--- src/rtl/ats_params.svh ---
`ifndef ATS_PARAMS_SVH
`define ATS_PARAMS_SVH

// Counter and delay widths
`define ATS_CNT_W      16
`define ATS_DLY_W      32
`define ATS_SRC_W      4
`define ATS_ST_W       6
`define ATS_NCH        2
`define ATS_NDIO       7
`define ATS_NLINE      10

// Channel indexes: source output and measurement
`define ATS_CH_SRC     0
`define ATS_CH_MEAS    1

// Sized constants used by the counters
`define ATS_CNT_ZERO   16'h0000
`define ATS_CNT_ONE    16'h0001
`define ATS_DLY_ZERO   32'h0000_0000
`define ATS_DLY_ONE    32'h0000_0001
`define ATS_LINE_ZERO  10'h000

// Offset from a line source code to its bit in the edge vector
`define ATS_LINE_BASE  4'h3
`define ATS_TIN_BIT    9

`endif

--- src/rtl/ats_pkg.sv ---
`include "ats_params.svh"

package ats_pkg;

  // Event sources selectable per layer
  typedef enum logic [`ATS_SRC_W-1:0] {
    ATS_SRC_AUTO  = 4'h0,
    ATS_SRC_BUS   = 4'h1,
    ATS_SRC_TIMER = 4'h2,
    ATS_SRC_LINE1 = 4'h3,
    ATS_SRC_LINE2 = 4'h4,
    ATS_SRC_DIO1  = 4'h5,
    ATS_SRC_DIO2  = 4'h6,
    ATS_SRC_DIO3  = 4'h7,
    ATS_SRC_DIO4  = 4'h8,
    ATS_SRC_DIO5  = 4'h9,
    ATS_SRC_DIO6  = 4'ha,
    ATS_SRC_DIO7  = 4'hb,
    ATS_SRC_LAN   = 4'hc,
    ATS_SRC_TIN   = 4'hd
  } ats_src_t;

  // Sequencer layers, one-hot
  typedef enum logic [`ATS_ST_W-1:0] {
    ATS_ST_IDLE      = 6'h01,
    ATS_ST_ARM_WAIT  = 6'h02,
    ATS_ST_ARM_DLY   = 6'h04,
    ATS_ST_TRIG_WAIT = 6'h08,
    ATS_ST_TRIG_DLY  = 6'h10,
    ATS_ST_ACT_DLY   = 6'h20
  } ats_state_t;

  // Per-channel configuration, delays and period in clock cycles
  typedef struct packed {
    ats_src_t               arm_src;
    ats_src_t               trig_src;
    logic [`ATS_CNT_W-1:0]  arm_count;
    logic [`ATS_CNT_W-1:0]  trig_count;
    logic [`ATS_DLY_W-1:0]  arm_delay;
    logic [`ATS_DLY_W-1:0]  trig_delay;
    logic [`ATS_DLY_W-1:0]  act_delay;
    logic [`ATS_DLY_W-1:0]  timer_period;
  } ats_cfg_t;

  // Per-channel running state
  typedef struct packed {
    ats_state_t             st;
    logic [`ATS_CNT_W-1:0]  arm_cnt;
    logic [`ATS_CNT_W-1:0]  trig_cnt;
    logic [`ATS_DLY_W-1:0]  dly_cnt;
    logic [`ATS_DLY_W-1:0]  tmr_cnt;
    logic                   act;
  } ats_ch_t;

  // Whole module state
  typedef struct packed {
    ats_ch_t [`ATS_NCH-1:0]   ch;
    logic [`ATS_NLINE-1:0]    line_prev;
    logic                     free_run;
  } ats_top_t;

  // Per-channel status seen by software
  typedef struct packed {
    logic                   idle;
    logic                   arm_layer;
    logic                   trig_layer;
    logic [`ATS_CNT_W-1:0]  arm_passes;
    logic [`ATS_CNT_W-1:0]  trig_cycles;
  } ats_stat_t;

endpackage : ats_pkg

--- src/rtl/ats_seq.sv ---
`timescale 1ns/100ps
`include "ats_params.svh"

module ats_seq (
  input  wire logic                      ref_clk,
  input  wire logic                      sys_rst,
  input  wire ats_pkg::ats_cfg_t         cfg_src,
  input  wire ats_pkg::ats_cfg_t         cfg_meas,
  input  wire logic [`ATS_NCH-1:0]       init_req,
  input  wire logic                      run_auto,
  input  wire logic                      bus_trigger,
  input  wire logic                      internal_line_one,
  input  wire logic                      internal_line_two,
  input  wire logic [`ATS_NDIO-1:0]      dio_pin_event,
  input  wire logic                      lan_trigger,
  input  wire logic                      trigger_input_jack,
  output logic                           src_apply,
  output logic                           meas_start,
  output ats_pkg::ats_stat_t             stat_src,
  output ats_pkg::ats_stat_t             stat_meas
);

  ats_pkg::ats_top_t               q_r;
  ats_pkg::ats_top_t               q_nxt;
  ats_pkg::ats_cfg_t [`ATS_NCH-1:0] cfg_in;
  ats_pkg::ats_cfg_t [`ATS_NCH-1:0] cfg_use;
  ats_pkg::ats_cfg_t               cfg_free;
  logic [`ATS_NLINE-1:0]           lines;
  logic [`ATS_NLINE-1:0]           line_rise;
  logic [`ATS_NCH-1:0]             tmr_tick;
  logic [`ATS_NCH-1:0]             arm_ev;
  logic [`ATS_NCH-1:0]             trig_ev;
  logic [`ATS_NCH-1:0]             force_idle;
  logic [`ATS_NCH-1:0]             start;

  // Per-copy delay and loop end decodes
  logic [`ATS_NCH-1:0]             arm_dly_done;
  logic [`ATS_NCH-1:0]             trig_dly_done;
  logic [`ATS_NCH-1:0]             act_dly_done;
  logic [`ATS_NCH-1:0]             last_trig;
  logic [`ATS_NCH-1:0]             last_arm;

  // Per-copy status before it is split onto the two ports
  ats_pkg::ats_stat_t [`ATS_NCH-1:0] stat_ch;

  // Line inputs gathered and edge detected; bus and LAN arrive as pulses
  assign lines     = {trigger_input_jack, dio_pin_event, internal_line_two, internal_line_one};
  assign line_rise = lines & ~q_r.line_prev;
  assign cfg_in    = {cfg_meas, cfg_src};

  // Preset conditions for free-running measurement
  always_comb begin
    cfg_free              = '0;
    cfg_free.arm_src      = ats_pkg::ATS_SRC_AUTO;
    cfg_free.trig_src     = ats_pkg::ATS_SRC_AUTO;
    cfg_free.arm_count    = `ATS_CNT_ONE;
    cfg_free.trig_count   = `ATS_CNT_ONE;
    cfg_free.timer_period = `ATS_DLY_ONE;
    // No waiting between layers, so the loop restarts quickly
    cfg_free.arm_delay    = `ATS_DLY_ZERO;
    cfg_free.trig_delay   = `ATS_DLY_ZERO;
    cfg_free.act_delay    = `ATS_DLY_ZERO;
  end

  // Event from the selected source; auto fires at once in this mode
  function automatic logic pick_event(input ats_pkg::ats_src_t src,
                                      input logic [`ATS_NLINE-1:0] rise,
                                      input logic bus_ev,
                                      input logic lan_ev,
                                      input logic tick);
    logic [`ATS_SRC_W-1:0] idx;
    idx = src - `ATS_LINE_BASE;
    if (src == ats_pkg::ATS_SRC_AUTO) begin
      pick_event = 1'b1;
    end else if (src == ats_pkg::ATS_SRC_BUS) begin
      pick_event = bus_ev;
    end else if (src == ats_pkg::ATS_SRC_TIMER) begin
      pick_event = tick;
    // Internal bus lines, rising edge only
    end else if (src == ats_pkg::ATS_SRC_LINE1) begin
      pick_event = rise[idx];
    end else if (src == ats_pkg::ATS_SRC_LINE2) begin
      pick_event = rise[idx];
    // Digital pins 1 to 7 sit right after the lines
    end else if (src == ats_pkg::ATS_SRC_DIO1) begin
      pick_event = rise[idx];
    end else if (src == ats_pkg::ATS_SRC_DIO2) begin
      pick_event = rise[idx];
    end else if (src == ats_pkg::ATS_SRC_DIO3) begin
      pick_event = rise[idx];
    end else if (src == ats_pkg::ATS_SRC_DIO4) begin
      pick_event = rise[idx];
    end else if (src == ats_pkg::ATS_SRC_DIO5) begin
      pick_event = rise[idx];
    end else if (src == ats_pkg::ATS_SRC_DIO6) begin
      pick_event = rise[idx];
    end else if (src == ats_pkg::ATS_SRC_DIO7) begin
      pick_event = rise[idx];
    // Network message arrives as a ready-made pulse
    end else if (src == ats_pkg::ATS_SRC_LAN) begin
      pick_event = lan_ev;
    end else if (src == ats_pkg::ATS_SRC_TIN) begin
      pick_event = rise[`ATS_TIN_BIT];
    end else begin
      pick_event = 1'b0;
    end
  endfunction : pick_event

  // Per-channel configuration choice, timer tick and layer events
  for (genvar i = 0; i < `ATS_NCH; i++) begin : g_ch
    assign cfg_use[i] = (i == `ATS_CH_MEAS && q_r.free_run) ? cfg_free : cfg_in[i];
    assign tmr_tick[i] = (q_r.ch[i].tmr_cnt + `ATS_DLY_ONE) >= cfg_use[i].timer_period;
    assign arm_ev[i]  = pick_event(cfg_use[i].arm_src, line_rise, bus_trigger,
                                   lan_trigger, tmr_tick[i]);
    assign trig_ev[i] = pick_event(cfg_use[i].trig_src, line_rise, bus_trigger,
                                   lan_trigger, tmr_tick[i]);
    // Source copy is off in free run; measurement is forced idle for a cycle on a mode change
    assign force_idle[i] = (i == `ATS_CH_SRC) ? run_auto
                                               : (run_auto != q_r.free_run);
    assign start[i] = (i == `ATS_CH_MEAS && q_r.free_run) ? 1'b1 : init_req[i];

    // Delay counters compare against the programmed cycle counts
    assign arm_dly_done[i]  = q_r.ch[i].dly_cnt >= cfg_use[i].arm_delay;
    assign trig_dly_done[i] = q_r.ch[i].dly_cnt >= cfg_use[i].trig_delay;
    assign act_dly_done[i]  = q_r.ch[i].dly_cnt >= cfg_use[i].act_delay;

    // Loop ends; a count of zero behaves as one
    assign last_trig[i] = (q_r.ch[i].trig_cnt + `ATS_CNT_ONE) >= cfg_use[i].trig_count;
    assign last_arm[i]  = (q_r.ch[i].arm_cnt + `ATS_CNT_ONE) >= cfg_use[i].arm_count;

    // Layer and counter status of this copy
    assign stat_ch[i].idle        = q_r.ch[i].st == ats_pkg::ATS_ST_IDLE;
    assign stat_ch[i].arm_layer   = q_r.ch[i].st == ats_pkg::ATS_ST_ARM_WAIT
                                 || q_r.ch[i].st == ats_pkg::ATS_ST_ARM_DLY;
    assign stat_ch[i].trig_layer  = !stat_ch[i].idle && !stat_ch[i].arm_layer;
    assign stat_ch[i].arm_passes  = q_r.ch[i].arm_cnt;
    assign stat_ch[i].trig_cycles = q_r.ch[i].trig_cnt;
  end

  // Next-state logic for both sequencer copies
  always_comb begin
    ats_pkg::ats_ch_t c;
    logic [`ATS_CNT_W-1:0] trig_next;
    logic [`ATS_CNT_W-1:0] arm_next;
    c         = '0;
    trig_next = `ATS_CNT_ZERO;
    arm_next  = `ATS_CNT_ZERO;
    q_nxt           = q_r;
    q_nxt.line_prev = lines;
    q_nxt.free_run  = run_auto;
    for (int i = 0; i < `ATS_NCH; i++) begin
      c         = q_r.ch[i];
      c.act     = 1'b0;
      trig_next = c.trig_cnt + `ATS_CNT_ONE;
      arm_next  = c.arm_cnt + `ATS_CNT_ONE;
      // Interval timer runs only while the copy is active
      if (c.st == ats_pkg::ATS_ST_IDLE || tmr_tick[i]) begin
        c.tmr_cnt = `ATS_DLY_ZERO;
      end else begin
        c.tmr_cnt = c.tmr_cnt + `ATS_DLY_ONE;
      end
      case (c.st)
        // Idle: only an initiation leaves, and it restarts both counters
        ats_pkg::ATS_ST_IDLE: begin
          if (start[i] && !force_idle[i]) begin
            c.st       = ats_pkg::ATS_ST_ARM_WAIT;
            c.arm_cnt  = `ATS_CNT_ZERO;
            c.trig_cnt = `ATS_CNT_ZERO;
          end
        end
        // Arm layer: wait on the arm source
        ats_pkg::ATS_ST_ARM_WAIT: begin
          if (arm_ev[i]) begin
            c.st      = ats_pkg::ATS_ST_ARM_DLY;
            c.dly_cnt = `ATS_DLY_ZERO;
          end
        end
        // Arm delay: events are ignored until it runs out
        ats_pkg::ATS_ST_ARM_DLY: begin
          if (arm_dly_done[i]) begin
            c.st = ats_pkg::ATS_ST_TRIG_WAIT;
          end else begin
            c.dly_cnt = c.dly_cnt + `ATS_DLY_ONE;
          end
        end
        // Trigger layer: wait on the trigger source
        ats_pkg::ATS_ST_TRIG_WAIT: begin
          if (trig_ev[i]) begin
            c.st      = ats_pkg::ATS_ST_TRIG_DLY;
            c.dly_cnt = `ATS_DLY_ZERO;
          end
        end
        // Trigger delay, then the per-action delay
        ats_pkg::ATS_ST_TRIG_DLY: begin
          if (trig_dly_done[i]) begin
            c.st      = ats_pkg::ATS_ST_ACT_DLY;
            c.dly_cnt = `ATS_DLY_ZERO;
          end else begin
            c.dly_cnt = c.dly_cnt + `ATS_DLY_ONE;
          end
        end
        // Action delay: one pulse, then decide which loop continues
        ats_pkg::ATS_ST_ACT_DLY: begin
          if (act_dly_done[i]) begin
            c.act = 1'b1;
            if (last_trig[i]) begin
              c.trig_cnt = `ATS_CNT_ZERO;
              c.arm_cnt  = arm_next;
              if (last_arm[i]) begin
                c.st = ats_pkg::ATS_ST_IDLE;
              end else begin
                c.st = ats_pkg::ATS_ST_ARM_WAIT;
              end
            end else begin
              c.trig_cnt = trig_next;
              c.st       = ats_pkg::ATS_ST_TRIG_WAIT;
            end
          end else begin
            c.dly_cnt = c.dly_cnt + `ATS_DLY_ONE;
          end
        end
        // An illegal code falls back to idle
        default: begin
          c.st = ats_pkg::ATS_ST_IDLE;
        end
      endcase
      // Stop request ends the run without a further action
      if (force_idle[i]) begin
        c.st  = ats_pkg::ATS_ST_IDLE;
        c.act = 1'b0;
      end
      q_nxt.ch[i] = c;
    end
  end

  // State register
  always_ff @(posedge ref_clk) begin
    if (sys_rst) begin
      q_r <= '0;
      for (int i = 0; i < `ATS_NCH; i++) begin
        q_r.ch[i].st <= ats_pkg::ATS_ST_IDLE;
      end
    end else begin
      q_r <= q_nxt;
    end
  end

  // Action strobes straight from flip-flops; status is decoded from the state register
  assign src_apply              = q_r.ch[`ATS_CH_SRC].act;
  assign meas_start             = q_r.ch[`ATS_CH_MEAS].act;

  // Status split per copy
  assign stat_src               = stat_ch[`ATS_CH_SRC];
  assign stat_meas              = stat_ch[`ATS_CH_MEAS];

endmodule : ats_seq

--- config.mk ---
export PLATFORM = sky130hd
export DESIGN_NAME = ats_seq
export DESIGN_NICKNAME = d
export VERILOG_FILES = /design/src/rtl/ats_pkg.sv /design/src/rtl/ats_seq.sv
export VERILOG_INCLUDE_DIRS = /design/src /design/src/rtl
export SDC_FILE = /design/constraint.sdc
export NUM_CORES = 1
export LEC_CHECK = 0
export BUFFER_PORTS_ARGS = -buffer_cell sky130_fd_sc_hd__buf_2
export CORE_MARGIN = 2
export CORE_UTILIZATION = 40
export CTS_BUF_LIST = sky130_fd_sc_hd__clkbuf_2 sky130_fd_sc_hd__clkbuf_4 sky130_fd_sc_hd__clkbuf_8
export CTS_CLUSTER_DIAMETER = 150
export DETAILED_ROUTE_END_ITERATION = 10
export GPL_ROUTABILITY_DRIVEN = 0
export SLEW_MARGIN = 20
export SYNTH_ARGS = -nofsm -noshare
export SYNTH_HDL_FRONTEND = slang
export SYNTH_SLANG_ARGS = --single-unit
--- constraint.sdc ---
create_clock -name ref_clk -period 5.5 [get_ports ref_clk]
set_input_delay 1.1 -clock ref_clk [delete_from_list [all_inputs] [get_ports ref_clk]]
set_output_delay 1.1 -clock ref_clk [all_outputs]
set_load 0.005 [all_outputs]
==> qor.csv, run 1 <==
metric,value,unit
number of synthesized flops with an enable pin,0,
CP Capture Type,register,
"Seq/Total Area, Yosys",20.8,%
fin nets,3705,
DRC,0,
Worst Clk Skew,0.0489,ns
Post-Synthesis Cells,2667,
initial core utilization,40.6,%
Slew HR,28.2,%
H-tree depth,2,
largest net degree at the start of global routing,116,
Die ar.,54100,µm²
crit path cell chain,and3_1 -> nand3_1 -> or4_1 -> nor2_2 -> nand2_1 -> nor3b_2 -> nand3_1 -> xnor2_1 -> ha_1 -> nand4_1 -> nor4_1 -> nor3b_1 -> a211oi_1 -> a211oi_1 -> nand4b_1 -> buf_4 -> or3_1 -> o41ai_1,
post-synth cell types,73,
ys flop type,dfxtp_1,
initial antenna violation count,20,
VDD IR max,0.162,mV
1st-iter DRT viols,1115,
post-route clock period utilization,92.8,%
setup ws final,0.398,ns
most frequent cells in the layout,"423 x buf_2, 344 x ha_1, 216 x dfxtp_1",
PwrDens,174,nW/µm²
"Slew Viols, Final",0,
Worst-path clk slew,0.07,ns
slowest cell on the critical path,or4_1,
Detailed Route WL,63000,µm
Least-Margin Pin Slew,1.07,ns
Post-synth ARST share,0,%
clock latency on the worst-skew pair,0.62,ns
vias in the first global route,19700,
Overall Global Routing Usage,22.7,%
setup TNS,0,ns
Max-Cap Viols,0,
CTS tree,yes,
Critical Path RT,6.02,ns
synthesized area,20900,µm²
Root Driver,clkbuf_8,
Fin. Hold Viols,0,
outcome,"complete, no violations",
"commonest non-fill, non-tap cell in the layout",buf_2,
syn_area_per_cell,7.83,µm²
WL/cell,16.9,µm
antenna-violating nets left,0,
DP Worst Slack,0.206,ns
die height,233,µm
Power Total,4.23,mW
via count,20200,
crit path buf inv count,1,
Static Leakage,12.4,nW
core area,51500,µm²
"Area growth, synth to finish",16.4,%
Die Width,233,µm
Congestion Overflow GR,0,
post-DR vias/cell,5.41,
1st-pass router iterations,5,
synthesized flop and latch total,217,
PortBufs,424,
syn_nets,3364,
RSZ-0062 raised after global routing,false,
Longest Clk Path Bufs,3,
CP max FO,30,
CP top delay family,simple AND/OR/NAND/NOR gates,
maximum clock rate,196,MHz
FP Rows,83,
TritonCTS Sinks,217,
# Post-CTS Setup Buffers,0,
startpoint type of the worst setup path,register,
Crit path arrival time,5.62,ns
setup violators final,0,
IO Pins,425,
share of post-route cells with drive strength above 1,18.4,%
worst min path class,register to register,
first-pass GRT wire length,99700,µm
total CTS buffers,45,
synth warn,0,
"slowest stage delay, CP",0.66,ns
Period minus WS final,5.10,ns
Setup CP Type,register to register,
placed wire-length estimate,50100,µm
stage by stage:
stage	hold slack (ns)	util, %	cell area (µm²)	std cells
floorplan	0.440	-	20900	2667
global placement	0.461	45.1	23200	3641
detailed placement	0.481	45.1	23200	3641
CTS	0.488	47.1	24300	3723
global route	0.519	47.2	24300	3734
finish	0.487	47.2	24300	3737
logic make-up (layout without fill, tap and decap cells):
family | after synthesis | in the layout | share of synthesized area [%]
DFF | 217 | 217 | 20.8
muxes | 15 | 15 | 1.10
buffers and inverters | 343 | 719 | 7.34
xor gates and xnor gates | 152 | 152 | 6.37
other | 0 | 14 | 0
adders and majority gates | 344 | 344 | 20.6
AOI/OAI and AO/OA | 572 | 572 | 16.9
and+or+nand+nor | 1024 | 1024 | 26.9
final timing paths:
path,start,endpoint,slack [ns],cells after the start
setup / recovery,q_r[12],q_r[67],0.40,18
hold / removal,q_r[147],q_r[147],0.49,2
setup reg to reg,q_r[12],q_r[67],0.40,18
hold reg to reg,q_r[147],q_r[147],0.49,2
what timing repair did:
action	4_1_cts	5_1_grt
endpoints found under the hold margin	0	0
setup endpoints to repair	0	53
hold buffers	0	0
gates resized for setup	0	6
per-layer routing:
| metal | track usage, % | up-vias | wire length [µm] |
|---|---|---|---|
| met5 | 0 | - | 64 |
| met4 | 7.54 | 10 | 1560 |
| met3 | 3.62 | 100 | 3510 |
| met2 | 39.2 | 513 | 30400 |
| met1 | 28.5 | 9465 | 27600 |
| li1 | - | 10100 | - |
where the power goes:
part / switching, mW / leakage, nW / total (mW) / internal [mW]
clock network: 0.798 / 0.553 / 2.00 / 1.20
registers: 0.0194 / 1.75 / 1.60 / 1.58
logic: 0.340 / 10.1 / 0.626 / 0.286
total: 1.16 / 12.4 / 4.23 / 3.07
registers in the layout, summed over array words and instances (netlist names):
register	count
src_apply	1
stat_meas	32
stat_src	32
q_r	151
meas_start	1
Yosys cell counts, types with 65 or more instances:
library cell	n	area, µm²
nand2_1	157	589
xor2_1	94	823
dfxtp_1	217	4340
inv_1	193	724
clkbuf_1	81	304
o21ai_0	162	811
ha_1	344	4300
and3_1	98	613
nor2b_1	81	507
nand2b_1	192	1200
a21oi_1	182	911
nor2_1	160	601
buf_4	65	488
nand3_1	96	480
worst min-delay path, delay by kind of cell, from the launching register on:
family	cells	cell delay (ns)
and+or+nand+nor	1	0.06
AOI/OAI and AO/OA	1	0.05
DFF	1	0.33
cell type report:
cell class                      instances  area, µm²
Inverter                              193        724
Fill cell                            5084      27200
Clock inverter                         12        175
Multi-Input combinational cell       2107      15000
Antenna cell                           14       35.0
Sequential cell                       217       4350
Timing Repair Buffer                  444       2270
Tap cell                              680        851
Clock buffer                           70        870
Power figures use the tool's default switching activity.
==> run 2, diff against run 1 <==
- CORE_ASPECT_RATIO: unset -> 0.8
- PLACE_DENSITY: unset -> 0.59
==> run 2 against run 1 <==
- design area fell by 0.31%
- count of clock-buffer cells in the layout down 6
- worst hold slack improved by 0.0052 ns
- sequential cell count unchanged
==> qor.csv, run 2 (synthesis results as in run 1) <==
metric,value,unit,change
outcome,"complete, no violations",,unchanged
Fin. Hold Viols,0,,unchanged
CP max FO,25,,was 30
r2r startpoint,q_r[12],,unchanged
Crit path arrival time,5.50,ns,was 5.62 ns
TritonCTS Sinks,217,,unchanged
post-route design area,24200,µm²,was 24300 µm²
Setup CP Type,register to register,,unchanged
via count,20200,,about the same
reg2reg path depth,18,,unchanged
fin nets,3703,,was 3705
CP Capture Type,register,,unchanged
PortBufs,424,,unchanged
Fillers,5095,,was 5084
worst r2r dst,q_r[69],,was q_r[67]
clock latency on the worst-skew pair,0.57,ns,was 0.62 ns
Layout Utilization,47.3,%,was 47.2%
Multi-input gate area,15100,µm²,was 15000 µm²
worst min path class,register to register,,unchanged
min-delay src,q_r[12],,was q_r[147]
slowest cell on the critical path,or4_1,,unchanged
setup violators final,0,,unchanged
vias in the first global route,19900,,was 19.7k
initial antenna violation count,20,,unchanged
Congestion Overflow GR,0,,unchanged
Longest Clk Path Bufs,3,,unchanged
startpoint type of the worst setup path,register,,unchanged
setup TNS,0,ns,unchanged
WL/cell,17.1,µm,was 16.9 µm
flop2flop setup slack,0.46,ns,was 0.40 ns
Switching Power,1.10,mW,was 1.16 mW
Critical Path RT,5.96,ns,was 6.02 ns
FP Rows,74,,was 83
Combinational Power Share,15.7,%,was 14.8%
CTS hold repair buffers,0,,unchanged
first-pass GRT wire length,101000,µm,was 99700 µm
share of post-route cells with drive strength above 1,18.4,%,about the same
Die Width,260,µm,was 233 µm
largest net degree at the start of global routing,80,,was 116
sequential share of power,39.8,%,was 37.9%
Slew HR,39.8,%,was 28.2%
Placed Area,23200,µm²,about the same
Overall Global Routing Usage,22.8,%,was 22.7%
CTS tree,yes,,unchanged
Largest Register,q_r,,unchanged
most frequent cells in the layout,"423 x buf_2, 344 x ha_1, 216 x dfxtp_1",,unchanged
initial core utilization,40.7,%,was 40.6%
Least-Margin Pin Slew,0.880,ns,was 1.07 ns
H-tree depth,2,,unchanged
Setup crit end,q_r[69],,was q_r[67]
Max-Cap Viols,0,,unchanged
Worst-path clk slew,0.06,ns,was 0.07 ns
max reg flops,151,,unchanged
Clk pwr share,44.6,%,was 47.3%
"Area growth, synth to finish",16.0,%,was 16.4%
Period minus WS final,5.04,ns,was 5.10 ns
die height,208,µm,was 233 µm
post-route clock period utilization,91.7,%,was 92.8%
total CTS buffers,41,,was 45
Detailed Route WL,63800,µm,was 63000 µm
maximum clock rate,198,MHz,was 196 MHz
IO Pins,425,,unchanged
antenna-violating nets left,0,,unchanged
core area,51300,µm²,was 51500 µm²
sw frac,27.3,%,was 27.4%
placed wire-length estimate,51200,µm,was 50100 µm
VDD IR max,0.141,mV,was 0.162 mV
RSZ-0062 raised after global routing,false,,unchanged
crit path cell chain,and3_1 -> nand3_1 -> or4_1 -> nor2_2 -> nand2_1 -> nor3b_2 -> nand3_1 -> xnor2_1 -> ha_1 -> nand4_1 -> nor4_2 -> nor3b_2 -> a211oi_1 -> a211oi_2 -> nand4b_1 -> buf_4 -> or3_1 -> o41ai_1,,was and3_1 -> nand3_1 -> or4_1 -> nor2_2 -> nand2_1 -> nor3b_2 -> nand3_1 -> xnor2_1 -> ha_1 -> nand4_1 -> nor4_1 -> nor3b_1 -> a211oi_1 -> a211oi_1 -> nand4b_1 -> buf_4 -> or3_1 -> o41ai_1
"Slew Viols, Final",0,,unchanged
Root Driver,clkbuf_8,,unchanged
Reg area,4350,µm²,unchanged
1st-pass router iterations,5,,unchanged
DRC,0,,unchanged
PwrDens,166,nW/µm²,was 174 nW/µm²
post-DR vias/cell,5.42,,was 5.41
Worst setup startpoint,q_r[12],,unchanged
"commonest non-fill, non-tap cell in the layout",buf_2,,unchanged
Worst Clk Skew,0.0305,ns,was 0.0489 ns
"slowest stage delay, CP",0.65,ns,was 0.66 ns
1st-iter DRT viols,1158,,was 1115
Internal,2.92,mW,was 3.07 mW
Static Leakage,12.4,nW,about the same
Die ar.,54100,µm²,about the same
-- run 2: changes by cell type in the layout (fill, tap and decap cells not counted), moves of 2 or more --
cell,previous run,this run
inv_8,2,0
nor4_1,21,18
diode_2,14,11
buf_4,21,23
nor4_2,0,2
clkinv_2,5,3
clkbuf_8,55,50
-- run 2: layout make-up --
cell class                 instances  area share, %
multi-input combinational       2107           62.2
sequential                       217           17.9
timing repair buffer             446           9.45
tap                              684           3.53
clock buffer                      64           3.27
inverter                         193           2.99
clock inverter                     8          0.496
antenna                           11          0.114
-- run 2: how the worst min path moves through the flow --
stage,endpoint,depth (start not counted)
floorplan,q_r[12],1
global placement,q_r[12],1
detailed placement,q_r[12],1
CTS,q_r[12],1
global route,q_r[115],1
finish,q_r[12],1
-- run 2: worst max-delay path, delay by kind of cell (launching register included) --
kind	cells	cell delay, ns
DFF	1	0.40
and+or+nand+nor	12	3.14
AOI/OAI and AO/OA	3	0.69
buffers and inverters	1	0.24
adders and majority gates	1	0.31
xor gates and xnor gates	1	0.15
-- run 2: power groups by stage --
| stage | clock, mW | sequential, mW | combinational (mW) |
|---|---|---|---|
| 2_1_floorplan | 0 | 1.62 | 0.380 |
| 3_3_place_gp | 0 | 1.63 | 0.606 |
| 3_5_place_dp | 0 | 1.63 | 0.627 |
| 4_1_cts | 1.85 | 1.60 | 0.631 |
| 5_1_grt | 1.92 | 1.60 | 0.712 |
| 6_report | 1.79 | 1.60 | 0.630 |
-- run 2: what timing repair did --
action | in CTS | in global routing
resized for setup | 0 | 13
setup endpoints to repair | 0 | 63
buffers inserted | 0 | 0
-- run 2: metal layers --
layer	global-route usage (%)	wire, µm	vias up
met2	36.6	28500	536
met1	30.6	29600	9402
met3	4.47	3960	122
met5	0	82	-
met4	7.15	1630	14
li1	-	-	10100
-- run 2: metrics by stage --
step           hold WS, ns  power [mW]  setup WS [ns]  instances
2_1_floorplan        0.440        2.00          0.890       2667
3_3_place_gp         0.459        2.24          0.248       3647
3_5_place_dp         0.482        2.26          0.137       3647
4_1_cts              0.496        4.08          0.140       3719
5_1_grt              0.526        4.23        0.00955       3729
6_report             0.492        4.02          0.458       3730
==> run 3, diff against run 2 <==
- ABC_AREA: unset -> 1
==> run 3 against run 2 <==
- global-route usage grew 0.72 points
- design area grew 6.4%
- synthesized cell count grew 33%
- area after synthesis rose by 8.0%
- worst setup slack improved by 0.41 ns
- critical path depth increased by 5
- combinational power rose to 4.1 times the previous value
- critical path type unchanged
==> qor.csv, run 3 <==
metric,value,unit,change
PwrDens,242,nW/µm²,was 166 nW/µm²
CP top delay family,simple AND/OR/NAND/NOR gates,,unchanged
Setup CP Type,register to register,,unchanged
placed wire-length estimate,56500,µm,was 51200 µm
number of synthesized flops with an enable pin,0,,unchanged
Die ar.,58400,µm²,was 54100 µm²
synth warn,0,,unchanged
largest net degree at the start of global routing,80,,unchanged
"slowest stage delay, CP",0.44,ns,was 0.65 ns
Post-synth ARST share,0,%,unchanged
ys flop type,dfxtp_1,,unchanged
syn_area_per_cell,6.34,µm²,was 7.83 µm²
Detailed Route WL,70400,µm,was 63800 µm
setup ws final,0.869,ns,was 0.458 ns
Static Leakage,14.0,nW,was 12.4 nW
startpoint type of the worst setup path,register,,unchanged
syn_nets,4255,,was 3364
# Post-CTS Setup Buffers,0,,unchanged
first-pass GRT wire length,111000,µm,was 101000 µm
most common cell in the netlist,nand2_1,,was ha_1
WL/cell,15.0,µm,was 17.1 µm
outcome,"complete, no violations",,unchanged
DP Worst Slack,0.882,ns,was 0.137 ns
Die Width,270,µm,was 260 µm
core area,55500,µm²,was 51300 µm²
H-tree depth,2,,unchanged
crit path cell chain,nand3_1 -> nor2_1 -> nand3_1 -> nor4_1 -> nand2_1 -> nor2_1 -> nand3_1 -> nor2_1 -> nand3_1 -> or2_0 -> nand2_1 -> inv_1 -> ha_1 -> nand4_1 -> nor3_1 -> and3_1 -> nand2_1 -> nand4_1 -> nand3_1 -> nand2_1 -> nand3_4 -> o21ai_1 -> nor2_1,,was and3_1 -> nand3_1 -> or4_1 -> nor2_2 -> nand2_1 -> nor3b_2 -> nand3_1 -> xnor2_1 -> ha_1 -> nand4_1 -> nor4_2 -> nor3b_2 -> a211oi_1 -> a211oi_2 -> nand4b_1 -> buf_4 -> or3_1 -> o41ai_1
Power Total,6.25,mW,was 4.02 mW
largest area contributor in the netlist,dfxtp_1,,unchanged
DRC,0,,unchanged
ranking of synthesized cells by area,"dfxtp_1 19%, ha_1 19%, nand2_1 15%, inv_1 9.1%, nor2_1 6.8%",,"was dfxtp_1 21%, ha_1 21%, nand2b_1 5.7%, a21oi_1 4.4%, xor2_1 3.9%"
"Slew Viols, Final",0,,unchanged
setup TNS,0,ns,unchanged
VDD IR max,0.228,mV,was 0.141 mV
Max-Cap Viols,0,,unchanged
"commonest non-fill, non-tap cell in the layout",nand2_1,,was buf_2
"most used cell, CP",nand3_1,,
"Area growth, synth to finish",14.3,%,was 16.0%
initial core utilization,40.7,%,about the same
post-route design area,25800,µm²,was 24200 µm²
worst min path class,register to register,,unchanged
placed insts,4614,,was 3647
Resized Gates After CTS,0,,unchanged
antenna-violating nets left,0,,unchanged
PortBufs,424,,unchanged
Synth top cells by count,"910 x nand2_1, 545 x inv_1, 410 x nor2_1",,"was 344 x ha_1, 217 x dfxtp_1, 193 x inv_1"
FP Rows,77,,was 74
share of post-route cells with drive strength above 1,14.7,%,was 18.4%
max reg flops,151,,unchanged
final cell count without fillers,4690,,was 3730
TritonCTS Sinks,217,,unchanged
fin nets,4604,,was 3703
Congestion Overflow GR,0,,unchanged
via count,22900,,was 20.2k
Overall Global Routing Usage,23.5,%,was 22.8%
1st-pass router iterations,5,,unchanged
die height,216,µm,was 208 µm
total CTS buffers,41,,unchanged
WHS,0.464,ns,was 0.492 ns
crit path buf inv count,1,,unchanged
setup violators final,0,,unchanged
IO Pins,425,,unchanged
vias in the first global route,21300,,was 19.9k
Largest Register,q_r,,unchanged
Worst-path clk slew,0.06,ns,about the same
Worst Clk Skew,0.0444,ns,was 0.0305 ns
initial antenna violation count,16,,was 20
post-synth cell types,57,,was 73
Slew HR,34.0,%,was 39.8%
CTS tree,yes,,unchanged
most frequent cells in the layout,"910 x nand2_1, 545 x inv_1, 423 x buf_2",,"was 423 x buf_2, 344 x ha_1, 216 x dfxtp_1"
Fin. Hold Viols,0,,unchanged
Critical Path RT,5.97,ns,was 5.96 ns
RSZ-0062 raised after global routing,false,,unchanged
Least-Margin Pin Slew,0.990,ns,was 0.880 ns
"Seq/Total Area, Yosys",19.2,%,was 20.8%
Crit path arrival time,5.10,ns,was 5.50 ns
Root Driver,clkbuf_8,,unchanged
slowest cell on the critical path,nand3_4,,was or4_1
maximum clock rate,216,MHz,was 198 MHz
CP Capture Type,register,,unchanged
synthesized flop and latch total,217,,unchanged
CP max FO,42,,was 25
clock latency on the worst-skew pair,0.62,ns,was 0.57 ns
Period minus WS final,4.63,ns,was 5.04 ns
post-DR vias/cell,4.88,,was 5.42
synthesized area,22600,µm²,was 20900 µm²
Layout Utilization,46.5,%,was 47.3%
post-route clock period utilization,84.2,%,was 91.7%
Longest Clk Path Bufs,3,,unchanged
1st-iter DRT viols,1293,,was 1158
top cell type's share of synthesized area,19.2,%,was 20.8%
Placed Area,24900,µm²,was 23200 µm²
CTS hold repair buffers,0,,unchanged
Post-Synthesis Cells,3558,,was 2667
run 3: power by group:
group	switching (mW)	internal, mW	leakage (nW)
Clock	0.780	0.934	0.461
Combinational	1.68	0.911	11.8
Sequential	0.204	1.74	1.76
Total	2.67	3.58	14.0
run 3: final timing paths:
path              slack [ns]  endpoint  startpoint  cells after the start
hold reg to reg         0.46  q_r[115]    q_r[115]                      1
setup reg to reg        0.87   q_r[45]     q_r[12]                     23
setup / recovery        0.87   q_r[45]     q_r[12]                     23
hold / removal          0.46  q_r[115]    q_r[115]                      1
run 3: per-layer routing:
layer / global-route usage, % / share of wire (%)
met5: 0 / 0.13
met4: 4.93 / 1.4
met3: 5.09 / 6.7
met2: 36.1 / 42
met1: 33.7 / 50
run 3: final cells by class:
type	instances	area [µm²]
fill	6045	29700
multi-input combinational	2647	15300
sequential	217	4340
timing repair buffer	440	2240
inverter	560	2110
tap	750	938
clock buffer	61	758
clock inverter	11	90.1
antenna	4	10.0
run 3: cells by family after synthesis:
| family | synth area share, % |
|---|---|
| buf+inv | 13.0 |
| flops | 19.2 |
| simple gates | 32.5 |
| xor+xnor | 5.78 |
| fa+ha+maj | 19.1 |
| compound gates | 10.4 |
run 3: worst register-to-register path, stage by stage, from the launching register on:
cell and delay [ns]:
dfxtp_1 0.39, nand3_1 0.20, nor2_1 0.27, nand3_1 0.11, nor4_1 0.34, nand2_1 0.12, nor2_1 0.15, nand3_1 0.11
nor2_1 0.10, nand3_1 0.10, or2_0 0.21, nand2_1 0.09, inv_1 0.05, ha_1 0.29, nand4_1 0.10, nor3_1 0.18
and3_1 0.29, nand2_1 0.13, nand4_1 0.14, nand3_1 0.08, nand2_1 0.16, nand3_4 0.44, o21ai_1 0.40, nor2_1 0.09
